File: src/verilog/power_pad_pkg.sv
// Package with register map, field layout, reset values and shared types for the power and pad control bank.
// Notes on behaviour
// Reserved bits of power management and regulator control read zero, writes ignored.
// Wake drive bit 4: zero pulls wake pin low, one releases it.
// Wake direction bit 3: zero input, one output; resets to input.
// Wake pin as input is active high; as output, active-low open drain.
// Wake pin wakes the device from idle only while direction selects input.
// Full shutdown bit 2 turns off all regulators, power-on reset and bandgap.
// Regulator shutdown bit 1 turns off regulators and power-on reset, keeps bandgap.
// After shutdown, wake pin high or RTC alarm re-enables the circuits.
// Software uses shutdown only when internal regulators power the chip.
// Clock-out enable bit 0: zero disables, one enables; resets to zero.
// Core voltage select: zero gives 1.3 V, one gives 1.05 V.
// USB regulator enable: zero off and high impedance, one on at 1.3 V.
// USB enable reset value follows clock-source pin: high disables, low enables.
// Core regulator is off whenever its active-low enable pin is high.
// Clock-source pin low keeps USB regulator on unless a shutdown bit is set.
// Clock-out slew bit 2: zero slow, one fast; resets to one.
// External-memory slew bit 0: zero slow, one fast; resets to one.
// Serial pulldown inhibit bits 13:8 and 5:0: one disables pulldown; reset one.
// Test-reset pin pulldown is always enabled, no bit disables it.
// Fields take reset values on reset and update on the edge after a write.
package power_pad_pkg;

	localparam logic [15:0] RTC_POWER_MANAGEMENT_IDX    = 16'h1930;
	localparam logic [15:0] OUTPUT_SLEW_CONTROL_IDX     = 16'h1C16;
	localparam logic [15:0] SERIAL_PULLDOWN_INHIBIT_IDX = 16'h1C17;
	localparam logic [15:0] MISC_PULL_INHIBIT_IDX       = 16'h1C18;
	localparam logic [15:0] REGULATOR_CONTROL_IDX       = 16'h7004;

	localparam logic [15:0] RTC_POWER_MANAGEMENT_MASK    = 16'h001F;
	localparam logic [15:0] OUTPUT_SLEW_CONTROL_MASK     = 16'h0005;
	localparam logic [15:0] SERIAL_PULLDOWN_INHIBIT_MASK = 16'h3F3F;
	localparam logic [15:0] MISC_PULL_INHIBIT_MASK       = 16'hFFFF;
	localparam logic [15:0] REGULATOR_CONTROL_MASK       = 16'h0003;

	localparam logic [15:0] RTC_POWER_MANAGEMENT_RESET    = 16'h0010;
	localparam logic [15:0] OUTPUT_SLEW_CONTROL_RESET     = 16'h0005;
	localparam logic [15:0] SERIAL_PULLDOWN_INHIBIT_RESET = 16'h3F3F;
	localparam logic [15:0] MISC_PULL_INHIBIT_RESET       = 16'hF03F;
	localparam logic [15:0] REGULATOR_CONTROL_RESET       = 16'h0000;

	localparam int WAKE_PIN_DRIVE_BIT          = 4;
	localparam int WAKE_PIN_DIRECTION_BIT      = 3;
	localparam int FULL_ANALOG_SHUTDOWN_BIT    = 2;
	localparam int REGULATOR_SHUTDOWN_BIT      = 1;
	localparam int RTC_CLOCK_OUT_ENABLE_BIT    = 0;
	localparam int CLOCK_OUT_SLEW_SELECT_BIT   = 2;
	localparam int EXT_MEM_SLEW_SELECT_BIT     = 0;
	localparam int CORE_VOLTAGE_SELECT_BIT     = 1;
	localparam int USB_REGULATOR_ENABLE_BIT    = 0;

	localparam logic [31:0] UNMAPPED_READ_VALUE = 32'h0000_0000;

	typedef struct packed {
		logic analog_regulator_on;
		logic core_regulator_on;
		logic usb_regulator_on;
		logic analog_por_on;
		logic bandgap_on;
	} power_state_t;

	typedef struct packed {
		logic clock_out_slew_select;
		logic ext_mem_slew_select;
		logic test_reset_n_pin_pulldown_en;
		logic [15:0] serial_pulldown_inhibit;
		logic [15:0] misc_pull_inhibit;
	} pad_control_t;

	localparam power_state_t POWER_STATE_RESET = '{1'b1, 1'b0, 1'b0, 1'b1, 1'b1};
	localparam pad_control_t PAD_CONTROL_RESET = '{1'b1, 1'b1, 1'b1, 16'h3F3F, 16'hF03F};

endpackage : power_pad_pkg
File: src/verilog/power_pad_control_regs.sv
// APB register bank that drives wake pin, regulator power-down, voltage select and pad controls.
`timescale 1ns/1ps

module power_pad_control_regs #(
	parameter int ADDR_W = 32
) (
	input  wire logic                       pclk,
	input  wire logic                       presetn,
	input  wire logic                       psel,
	input  wire logic                       penable,
	input  wire logic                       pwrite,
	input  wire logic [ADDR_W-1:0]          paddr,
	input  wire logic [31:0]                pwdata,
	output logic [31:0]                     prdata,
	output logic                            pready,
	output logic                            pslverr,
	input  wire logic                       wake_pin_in,
	output logic                            wake_pin_out,
	output logic                            wake_pin_oe,
	output logic                            idle_wake,
	input  wire logic                       rtc_alarm,
	input  wire logic                       core_regulator_enable_pin_n,
	input  wire logic                       clock_source_select_pin,
	output logic                            rtc_clock_out_enable,
	output logic                            core_regulator_voltage_select,
	output logic                            usb_regulator_enable,
	output power_pad_pkg::power_state_t     power_state,
	output power_pad_pkg::pad_control_t     pad_control
);

	// Byte address of a register: four times its printed index.
	function automatic logic [ADDR_W-1:0] byte_addr(input logic [15:0] idx);
		logic [ADDR_W-1:0] a;
		a = '0;
		a[17:0] = {idx, 2'b00};
		return a;
	endfunction : byte_addr

	// Masked update that leaves reserved and read-only bits untouched.
	function automatic logic [15:0] merge_write(
		input logic [15:0] old_val,
		input logic [15:0] wdata,
		input logic [15:0] mask
	);
		return (old_val & ~mask) | (wdata & mask);
	endfunction : merge_write

	logic [15:0] pmgt_reg;
	logic [15:0] pmgt_next;
	logic [15:0] slew_reg;
	logic [15:0] pud1_reg;
	logic [15:0] pud2_reg;
	logic [15:0] ldo_reg;
	logic [15:0] ldo_next;
	logic        strap_done_reg;
	logic        clk_sel_low_reg;
	logic [31:0] prdata_next;

	wire logic        setup_phase = psel & ~penable;
	wire logic        access_done = psel & penable & pready;
	wire logic        wr_strobe   = access_done & pwrite;
	wire logic [15:0] wdata16     = pwdata[15:0];

	wire logic hit_pmgt = paddr == byte_addr(power_pad_pkg::RTC_POWER_MANAGEMENT_IDX);
	wire logic hit_slew = paddr == byte_addr(power_pad_pkg::OUTPUT_SLEW_CONTROL_IDX);
	wire logic hit_pud1 = paddr == byte_addr(power_pad_pkg::SERIAL_PULLDOWN_INHIBIT_IDX);
	wire logic hit_pud2 = paddr == byte_addr(power_pad_pkg::MISC_PULL_INHIBIT_IDX);
	wire logic hit_ldo  = paddr == byte_addr(power_pad_pkg::REGULATOR_CONTROL_IDX);
	wire logic hit_any  = hit_pmgt | hit_slew | hit_pud1 | hit_pud2 | hit_ldo;

	wire logic wr_pmgt = wr_strobe & hit_pmgt;
	wire logic wr_slew = wr_strobe & hit_slew;
	wire logic wr_pud1 = wr_strobe & hit_pud1;
	wire logic wr_pud2 = wr_strobe & hit_pud2;
	wire logic wr_ldo  = wr_strobe & hit_ldo;

	// Field views of the stored registers.
	wire logic wake_drive    = pmgt_reg[power_pad_pkg::WAKE_PIN_DRIVE_BIT];
	wire logic wake_dir_out  = pmgt_reg[power_pad_pkg::WAKE_PIN_DIRECTION_BIT];
	wire logic full_shutdown = pmgt_reg[power_pad_pkg::FULL_ANALOG_SHUTDOWN_BIT];
	wire logic reg_shutdown  = pmgt_reg[power_pad_pkg::REGULATOR_SHUTDOWN_BIT];
	wire logic usb_bit       = ldo_reg[power_pad_pkg::USB_REGULATOR_ENABLE_BIT];
	wire logic core_v_bit    = ldo_reg[power_pad_pkg::CORE_VOLTAGE_SELECT_BIT];

	// Wake pin counts as a wake source only when configured as an active-high input.
	wire logic wake_seen     = ~wake_dir_out & wake_pin_in;
	wire logic any_shutdown  = full_shutdown | reg_shutdown;
	wire logic reenable      = any_shutdown & (wake_seen | rtc_alarm);

	// Power state derived from shutdown bits, core enable pin, USB enable bit and strap.
	wire logic analog_on_next = ~any_shutdown;
	wire logic por_on_next    = ~any_shutdown;
	wire logic bandgap_next   = ~full_shutdown;
	wire logic core_on_next   = ~any_shutdown & ~core_regulator_enable_pin_n;
	wire logic usb_on_next    = ~any_shutdown & (clk_sel_low_reg | usb_bit);

	// A wake clears both shutdown bits; a write in the same cycle takes priority.
	always_comb begin
		pmgt_next = pmgt_reg;
		if (reenable) begin
			pmgt_next[power_pad_pkg::FULL_ANALOG_SHUTDOWN_BIT] = 1'b0;
			pmgt_next[power_pad_pkg::REGULATOR_SHUTDOWN_BIT]   = 1'b0;
		end
		if (wr_pmgt) begin
			pmgt_next = merge_write(pmgt_reg, wdata16, power_pad_pkg::RTC_POWER_MANAGEMENT_MASK);
		end
	end

	// The strap is caught on the first edge after reset release.
	always_comb begin
		ldo_next = ldo_reg;
		if (!strap_done_reg) begin
			ldo_next[power_pad_pkg::USB_REGULATOR_ENABLE_BIT] = ~clock_source_select_pin;
		end
		if (wr_ldo) begin
			ldo_next = merge_write(ldo_next, wdata16, power_pad_pkg::REGULATOR_CONTROL_MASK);
		end
	end

	// Read multiplexer with reserved bits forced to zero.
	always_comb begin
		prdata_next = power_pad_pkg::UNMAPPED_READ_VALUE;
		if (hit_pmgt) begin
			prdata_next[15:0] = pmgt_reg & power_pad_pkg::RTC_POWER_MANAGEMENT_MASK;
		end
		if (hit_slew) begin
			prdata_next[15:0] = slew_reg & power_pad_pkg::OUTPUT_SLEW_CONTROL_MASK;
		end
		if (hit_pud1) begin
			prdata_next[15:0] = pud1_reg & power_pad_pkg::SERIAL_PULLDOWN_INHIBIT_MASK;
		end
		if (hit_pud2) begin
			prdata_next[15:0] = pud2_reg & power_pad_pkg::MISC_PULL_INHIBIT_MASK;
		end
		if (hit_ldo) begin
			prdata_next[15:0] = ldo_reg & power_pad_pkg::REGULATOR_CONTROL_MASK;
		end
	end

	// Bus answer: one wait-free access phase after every setup cycle.
	always_ff @(posedge pclk or negedge presetn) begin
		if (!presetn) begin
			pready <= 1'b0;
		end else begin
			pready <= setup_phase;
		end
	end

	always_ff @(posedge pclk or negedge presetn) begin
		if (!presetn) begin
			pslverr <= 1'b0;
		end else begin
			pslverr <= setup_phase & ~hit_any;
		end
	end

	always_ff @(posedge pclk or negedge presetn) begin
		if (!presetn) begin
			prdata <= 32'h0000_0000;
		end else if (setup_phase) begin
			prdata <= pwrite ? 32'h0000_0000 : prdata_next;
		end
	end

	always_ff @(posedge pclk or negedge presetn) begin
		if (!presetn) begin
			pmgt_reg <= power_pad_pkg::RTC_POWER_MANAGEMENT_RESET;
		end else begin
			pmgt_reg <= pmgt_next;
		end
	end

	always_ff @(posedge pclk or negedge presetn) begin
		if (!presetn) begin
			slew_reg <= power_pad_pkg::OUTPUT_SLEW_CONTROL_RESET;
		end else if (wr_slew) begin
			slew_reg <= merge_write(slew_reg, wdata16, power_pad_pkg::OUTPUT_SLEW_CONTROL_MASK);
		end
	end

	always_ff @(posedge pclk or negedge presetn) begin
		if (!presetn) begin
			pud1_reg <= power_pad_pkg::SERIAL_PULLDOWN_INHIBIT_RESET;
		end else if (wr_pud1) begin
			pud1_reg <= merge_write(pud1_reg, wdata16, power_pad_pkg::SERIAL_PULLDOWN_INHIBIT_MASK);
		end
	end

	always_ff @(posedge pclk or negedge presetn) begin
		if (!presetn) begin
			pud2_reg <= power_pad_pkg::MISC_PULL_INHIBIT_RESET;
		end else if (wr_pud2) begin
			pud2_reg <= merge_write(pud2_reg, wdata16, power_pad_pkg::MISC_PULL_INHIBIT_MASK);
		end
	end

	always_ff @(posedge pclk or negedge presetn) begin
		if (!presetn) begin
			ldo_reg <= power_pad_pkg::REGULATOR_CONTROL_RESET;
		end else begin
			ldo_reg <= ldo_next;
		end
	end

	always_ff @(posedge pclk or negedge presetn) begin
		if (!presetn) begin
			strap_done_reg  <= 1'b0;
			clk_sel_low_reg <= 1'b0;
		end else if (!strap_done_reg) begin
			strap_done_reg  <= 1'b1;
			clk_sel_low_reg <= ~clock_source_select_pin;
		end
	end

	// Open-drain wake output: enable only to pull low.
	always_ff @(posedge pclk or negedge presetn) begin
		if (!presetn) begin
			wake_pin_out <= 1'b0;
			wake_pin_oe  <= 1'b0;
		end else begin
			wake_pin_out <= 1'b0;
			wake_pin_oe  <= pmgt_next[power_pad_pkg::WAKE_PIN_DIRECTION_BIT] &
			                ~pmgt_next[power_pad_pkg::WAKE_PIN_DRIVE_BIT];
		end
	end

	always_ff @(posedge pclk or negedge presetn) begin
		if (!presetn) begin
			idle_wake <= 1'b0;
		end else begin
			idle_wake <= wake_seen;
		end
	end

	always_ff @(posedge pclk or negedge presetn) begin
		if (!presetn) begin
			rtc_clock_out_enable          <= 1'b0;
			core_regulator_voltage_select <= 1'b0;
			usb_regulator_enable          <= 1'b0;
		end else begin
			rtc_clock_out_enable          <= pmgt_reg[power_pad_pkg::RTC_CLOCK_OUT_ENABLE_BIT];
			core_regulator_voltage_select <= core_v_bit;
			usb_regulator_enable          <= usb_on_next;
		end
	end

	always_ff @(posedge pclk or negedge presetn) begin
		if (!presetn) begin
			power_state <= power_pad_pkg::POWER_STATE_RESET;
		end else begin
			power_state.analog_regulator_on <= analog_on_next;
			power_state.core_regulator_on   <= core_on_next;
			power_state.usb_regulator_on    <= usb_on_next;
			power_state.analog_por_on       <= por_on_next;
			power_state.bandgap_on          <= bandgap_next;
		end
	end

	always_ff @(posedge pclk or negedge presetn) begin
		if (!presetn) begin
			pad_control <= power_pad_pkg::PAD_CONTROL_RESET;
		end else begin
			pad_control.clock_out_slew_select <= slew_reg[power_pad_pkg::CLOCK_OUT_SLEW_SELECT_BIT];
			pad_control.ext_mem_slew_select   <= slew_reg[power_pad_pkg::EXT_MEM_SLEW_SELECT_BIT];
			pad_control.test_reset_n_pin_pulldown_en <= 1'b1;
			pad_control.serial_pulldown_inhibit <= pud1_reg & power_pad_pkg::SERIAL_PULLDOWN_INHIBIT_MASK;
			pad_control.misc_pull_inhibit       <= pud2_reg;
		end
	end

endmodule : power_pad_control_regs

File: config.mk
export PLATFORM = sky130hd
export DESIGN_NAME = power_pad_control_regs
export DESIGN_NICKNAME = d
export VERILOG_FILES = /design/src/verilog/power_pad_pkg.sv /design/src/verilog/power_pad_control_regs.sv
export SDC_FILE = /design/constraint.sdc
export NUM_CORES = 1
export LEC_CHECK = 0
export BUFFER_PORTS_ARGS = -buffer_cell sky130_fd_sc_hd__buf_2
export CORE_MARGIN = 2
export CORE_UTILIZATION = 49
export DETAILED_ROUTE_END_ITERATION = 10
export PLACE_DENSITY_LB_ADDON = 0.3
export SLEW_MARGIN = 10
export SYNTH_ARGS = -nofsm -noshare
export SYNTH_HDL_FRONTEND = slang
export SYNTH_SLANG_ARGS = --single-unit
File: constraint.sdc
create_clock -name pclk -period 1.7 [get_ports pclk]
set_input_delay 0.425 -clock pclk [delete_from_list [all_inputs] [get_ports pclk]]
set_output_delay 0.425 -clock pclk [all_outputs]
set_load 0.05 [all_outputs]
After elaboration in Yosys (flattened, before gate mapping)
Cells that the tools add are included.
Storage, ports and cells
  logic and storage cells: 76
  memories kept: 0
  memory bits (read-only): 0
  latch bits: 0
  output and inout port bits: 80
  register bits after elaboration: 154
  input port bits: 73
  RAM bits: 0
Cells by class
  divide/modulo/power cells: 0
  reduce and logical (&&, ||, !) cells: 1
  equality and inequality tests: 6
  $add $sub $neg: 0
  $mul: 0
  shifts and indexed selects: 0
  magnitude comparators: 0
  multiplexer cells: 10
  bitwise logic cells: 34
Operator list (count)
  32-bit by 15-bit equality test with 1-bit output (second input constant): 4
  16-bit 2-to-1 mux: 3
  32-bit by 17-bit equality test with 1-bit output (second input constant): 1
  16-bit by 14-bit bitwise OR with 16-bit output: 1
  16-bit by 2-bit bitwise OR with 16-bit output: 1
  16-bit by 3-bit bitwise OR with 16-bit output: 1
  16-bit by 5-bit bitwise OR with 16-bit output: 1
  1-bit AND: 15
  5-bit 2-to-1 mux: 3
  14-bit 2-to-1 mux: 1
  1-bit NOT: 8
  1-bit bitwise OR: 7
  1-bit 2-to-1 mux: 2
  2-bit 2-to-1 mux: 1
  2-bit by 1-bit inequality test with 1-bit output (second input constant): 1
  2-bit nonzero test: 1

Depth between registers and ports, before layout
  word-level depth: 8
  depth in mapped cells: 7

Least setup slack after synthesis
Ideal clock, no wire load.
  path type: input to register
  from: input paddr[3]
  to: register pud2_reg[10]
  cell stages on the path: 7
  buffers on the path: 2
  arrival time: 2064 ps
  library setup time: 125 ps
  setup slack: -489 ps
  cells stage by stage: buf_2 > nor4_1 > and4bb_2 > nand3_2 > nor2_2 > buf_4 > mux2_2
Between the ends
  longest elaborated chain between the ends: 2
RTL lines
  from (decl): RTL line power_pad_control_regs.sv:12  | input wire logic [ADDR_W-1:0] paddr,
  32-bit by 15-bit equality test with 1-bit output: RTL line power_pad_control_regs.sv:67  | wire logic hit_pud2 = paddr == byte_addr(power_pad_pkg::MISC_PULL_INHIBIT_IDX);
  1-bit AND: RTL line power_pad_control_regs.sv:74  | wire logic wr_pud2 = wr_strobe & hit_pud2;
  to (signal assigned): RTL line power_pad_control_regs.sv:191  | pud2_reg <= power_pad_pkg::MISC_PULL_INHIBIT_RESET;
  to (signal assigned): RTL line power_pad_control_regs.sv:193  | pud2_reg <= merge_write(pud2_reg, wdata16, power_pad_pkg::MISC_PULL_INHIBIT_MASK);
  to (decl): RTL line power_pad_control_regs.sv:52  | logic [15:0] pud2_reg;
Every way passes these cells.
A chain may end at the register's enable or synchronous reset.

Final worst setup path
  from: input paddr[29]
  to: register pud1_reg[3]
Between the ends
  longest elaborated chain between the ends: 2
RTL lines
  32-bit by 15-bit equality test with 1-bit output: RTL line power_pad_control_regs.sv:66  | wire logic hit_pud1 = paddr == byte_addr(power_pad_pkg::SERIAL_PULLDOWN_INHIBIT_IDX);
  1-bit AND: RTL line power_pad_control_regs.sv:73  | wire logic wr_pud1 = wr_strobe & hit_pud1;
  to (signal assigned): RTL line power_pad_control_regs.sv:183  | pud1_reg <= power_pad_pkg::SERIAL_PULLDOWN_INHIBIT_RESET;
  to (signal assigned): RTL line power_pad_control_regs.sv:185  | pud1_reg <= merge_write(pud1_reg, wdata16, power_pad_pkg::SERIAL_PULLDOWN_INHIBIT_MASK);
  to (decl): RTL line power_pad_control_regs.sv:51  | logic [15:0] pud1_reg;
Every way passes these cells.

==> flow_results.xml <==
<?xml version="1.0" encoding="UTF-8"?>
<metrics>
  <group name="global_route">
    <metric name="antenna_found_initial" unit="">0</metric>
    <metric name="gr-total-overflow" unit="">0</metric>
    <metric name="met3_usage" unit="%">5.22</metric>
    <metric name="groute.usage.overall" unit="%">22.1</metric>
    <metric name="first_global_vias" unit="">2945</metric>
    <metric name="global_route.usage.met2" unit="%">36.7</metric>
    <metric name="global_route.peak_usage_layer" unit="">met2</metric>
    <metric name="groute.layer.met1.usage" unit="%">28.6</metric>
    <metric name="largest_net_degree_at_the_start_of_global_routing" unit="">35</metric>
    <metric name="grt_pass1_wl" unit="mm">14.8</metric>
  </group>
  <group name="final_layout">
    <metric name="synthToLayoutAreaGrowth" unit="%">37.4</metric>
    <metric name="layout.cells.most_common_list" unit="">sky130_fd_sc_hd__buf_2 (105), sky130_fd_sc_hd__dfstp_2 (51), sky130_fd_sc_hd__dfrtp_1 (44)</metric>
    <metric name="final_core_util" unit="%">70.1</metric>
    <metric name="fin_nets" unit="">524</metric>
    <metric name="largest_register_ff_count" unit="">30</metric>
    <metric name="antennaDiodeCount" unit="">0</metric>
    <metric name="layout-drive-gt1-share" unit="%">65.6</metric>
    <metric name="post-route-cell-area" unit="um^2">5450</metric>
    <metric name="layout_commonest_cell" unit="">sky130_fd_sc_hd__buf_2</metric>
  </group>
  <group name="timing">
    <metric name="grt_setup_unrepaired" unit="">yes</metric>
    <metric name="drv_slew" unit="">0</metric>
    <metric name="final-setup-viol-count" unit="">12</metric>
    <metric name="fmax" unit="MHz">575</metric>
    <metric name="final_critical_path_setup_slack" unit="ps">-40.3</metric>
    <metric name="timing.final.crit_period" unit="ps">1740</metric>
    <metric name="clock-skew-final" unit="ps">11.9</metric>
    <metric name="worst_hold_slack" unit="ps">4.01</metric>
    <metric name="final.period_utilization" unit="%">102</metric>
    <metric name="hold_viol_final" unit="">0</metric>
  </group>
  <group name="power">
    <metric name="clkPwrFrac" unit="%">35.7</metric>
    <metric name="p_int" unit="mW">3.14</metric>
    <metric name="p_leak" unit="nW">2.60</metric>
    <metric name="seq_power_share" unit="%">54.4</metric>
    <metric name="net-switching-power" unit="mW">1.07</metric>
    <metric name="comb_power_share" unit="%">9.9</metric>
    <metric name="worst_ir_drop_vdd" unit="mV">0.479</metric>
    <metric name="p_sw_share" unit="%">25.4</metric>
    <metric name="pwr_density_cell" unit="nW/um^2">773</metric>
  </group>
  <group name="drt">
    <metric name="detailedRoute.firstIterationViolations" unit="">135</metric>
    <metric name="routed_wire_length_per_instance" unit="um">16.9</metric>
    <metric name="via_count" unit="">2941</metric>
    <metric name="routed_wl" unit="mm">9.43</metric>
    <metric name="vias_per_cell" unit="">5.27</metric>
    <metric name="final_antenna_net_count" unit="">0</metric>
    <metric name="detail_route.first_pass.iterations" unit="">4</metric>
    <metric name="drc" unit="">0</metric>
  </group>
  <group name="floorplan">
    <metric name="number_of_top_level_design_ports" unit="">153</metric>
    <metric name="design.core.area" unit="um^2">7770</metric>
    <metric name="dieArea" unit="um^2">8820</metric>
    <metric name="floorplan.die.height" unit="um">93.9</metric>
    <metric name="start_util" unit="%">51.0</metric>
    <metric name="fp-row-count" unit="">32</metric>
    <metric name="die_w" unit="um">93.9</metric>
  </group>
  <group name="synthesis">
    <metric name="main_combinational_cell_family_by_area_after_synthesis" unit="">simple AND/OR/NAND/NOR gates</metric>
    <metric name="netlist_area" unit="um^2">3960</metric>
    <metric name="synth-seq-cells" unit="">95</metric>
    <metric name="synthesis.area_per_instance" unit="um^2">13.6</metric>
    <metric name="synth_top_cells_by_area" unit="">sky130_fd_sc_hd__dfstp_2 (34%), sky130_fd_sc_hd__dfrtp_1 (28%), sky130_fd_sc_hd__mux2_2 (7.1%), sky130_fd_sc_hd__buf_4 (4.7%), sky130_fd_sc_hd__mux2_4 (3.8%)</metric>
    <metric name="synthAdderAreaFrac" unit="%">0</metric>
    <metric name="synth-compound-area-share" unit="%">7.45</metric>
    <metric name="synthDistinctLibCells" unit="">49</metric>
    <metric name="synth_largest_type_area_fraction" unit="%">33.8</metric>
    <metric name="synthXorXnorAreaFrac" unit="%">0</metric>
    <metric name="synth.largest_area_cell" unit="">sky130_fd_sc_hd__dfstp_2</metric>
    <metric name="synthCells" unit="">291</metric>
    <metric name="synth.area.mux_share" unit="%">11.1</metric>
    <metric name="yosysWarnings" unit="">0</metric>
    <metric name="yosys.area_share.simple" unit="%">13.3</metric>
    <metric name="synth_sequential_area_ratio" unit="%">61.6</metric>
  </group>
  <group name="clock_network">
    <metric name="clock_path_buffers" unit="">2</metric>
    <metric name="clock_insertion_delay_at_the_later_pin_of_the_skew_report" unit="ps">350</metric>
    <metric name="cts_max_level" unit="">3</metric>
    <metric name="cts.clk_slew.worst_paths" unit="ps">100</metric>
    <metric name="clkSinkCount" unit="">95</metric>
    <metric name="cts_tree" unit="">yes</metric>
    <metric name="holdBufCountCts" unit="">0</metric>
    <metric name="root_buffer" unit="">sky130_fd_sc_hd__clkbuf_8</metric>
    <metric name="cts_buffers" unit="">9</metric>
  </group>
  <group name="critical_path">
    <metric name="cp-end-kind" unit="">register</metric>
    <metric name="crit_required" unit="ps">1980</metric>
    <metric name="timing.critical_path.arrival" unit="ps">2020</metric>
    <metric name="cp-start-kind" unit="">primary input</metric>
    <metric name="critical_path_peak_fanout" unit="">5</metric>
    <metric name="worst-setup-path-type" unit="">in -&gt; reg</metric>
  </group>
  <group name="status">
    <metric name="run_status" unit="">finished with violations</metric>
    <metric name="failing_checks" unit="">negative setup slack</metric>
  </group>
  <group name="place">
    <metric name="place.gp.congestion" unit="">0.875</metric>
    <metric name="placed_area" unit="um^2">4990</metric>
    <metric name="hpwl" unit="mm">6.78</metric>
    <metric name="count_of_port_buffers_added_during_placement" unit="">114</metric>
  </group>
  <group name="job">
    <metric name="drv_cap" unit="">0</metric>
  </group>
  <group name="min_path">
    <metric name="min-delay-path-class" unit="">in -&gt; async</metric>
  </group>
</metrics>
==> kinds of logic after synthesis <==
| group | Yosys count |
|---|---|
| multiplexers | 36 |
| buffers and inverters | 37 |
| other | 2 |
| AND/OR/NAND/NOR | 77 |
| flip-flops | 95 |
| AO/OA/AOI/OAI | 44 |
==> cell type report <==
class                   instances  area, um^2
multi-input cells             180        1580
well taps                     102         128
fillers                       544        2320
clock buffers                  11         141
flip-flops and latches         95        2440
inverters                       5        18.8
clock inverters                 5        63.8
repair buffers                160        1070
==> synthesized netlist by cell type (all sizes together) <==
cell type / n
clkbuf: 4
and3: 1
dfrtp: 44
nor3: 7
conb: 2
nor2b: 2
a41oi: 2
and4b: 1
and4: 2
a2bb2oi: 3
mux2i: 1
o31ai: 4
o21a: 1
nand2: 20
or3: 1
inv: 5
nor2: 12
a21oi: 2
o22ai: 1
nor4: 9
and2: 1
nand2b: 4
and2b: 1
a22oi: 8
a31oi: 1
a2111oi: 1
nor4b: 1
mux2: 35
nand3b: 1
dfstp: 51
or4: 1
o21ai: 16
a211oi: 1
a22o: 4
nand4b: 2
nand4: 4
buf: 28
and4bb: 2
nor4bb: 1
nand3: 4
==> critical path: stages <==
cell	delay [ps]
sky130_fd_sc_hd__buf_6	100
sky130_fd_sc_hd__nor4_4	340
sky130_fd_sc_hd__nand4b_4	160
sky130_fd_sc_hd__nor4_4	310
sky130_fd_sc_hd__and2b_4	240
sky130_fd_sc_hd__buf_12	140
sky130_fd_sc_hd__mux2_4	300
==> metrics by stage <==
step                      setup TNS [ps]  worst slack [ps]  cells  total power, mW
final                               -270             -40.3    558             4.21
after global routing               -1740              -128    558             4.38
after CTS                           -385             -53.4    554             4.25
after detailed placement          -20610              -453    535             2.73
after global placement            -18380              -435    535             2.72
after floorplan                   -14210              -449    312             2.58
==> power groups by stage <==
| stage | sequential (mW) | combinational, mW | clock, mW |
|---|---|---|---|
| floorplan | 2.36 | 0.220 | 0 |
| global placement | 2.33 | 0.389 | 0 |
| detailed placement | 2.33 | 0.397 | 0 |
| CTS | 2.29 | 0.412 | 1.54 |
| global route | 2.29 | 0.449 | 1.64 |
| finish | 2.29 | 0.419 | 1.50 |
==> routing by layer <==
layer,part of all wire [%],vias to the layer above
li1,-,1315
met5,0,-
met4,2.2,0
met1,41,1476
met2,51,133
met3,6.4,17
==> worst paths after layout <==
kind	from	endpoint	slack [ps]	depth (start not counted)
worst max-delay path	paddr[29]	pud1_reg[3]	-40	7
worst min-delay path	presetn	prdata[13]	4	1
worst max register to register	pready	pmgt_reg[3]	210	5
worst min register to register	slew_reg[2]	pad_control[34]	370	0
max in group asynchronous	presetn	pad_control[2]	1080	2
min in group pclk	core_regulator_enable_pin_n	power_state[3]	220	2
==> timing repair <==
action / in CTS / in global routing
setup buffers: 3 / 4
pin swaps: 7 / 16
gates resized for setup: 14 / 31
setup endpoints to repair: 26 / 49
No activity file was read; power rests on OpenSTA's default activity.
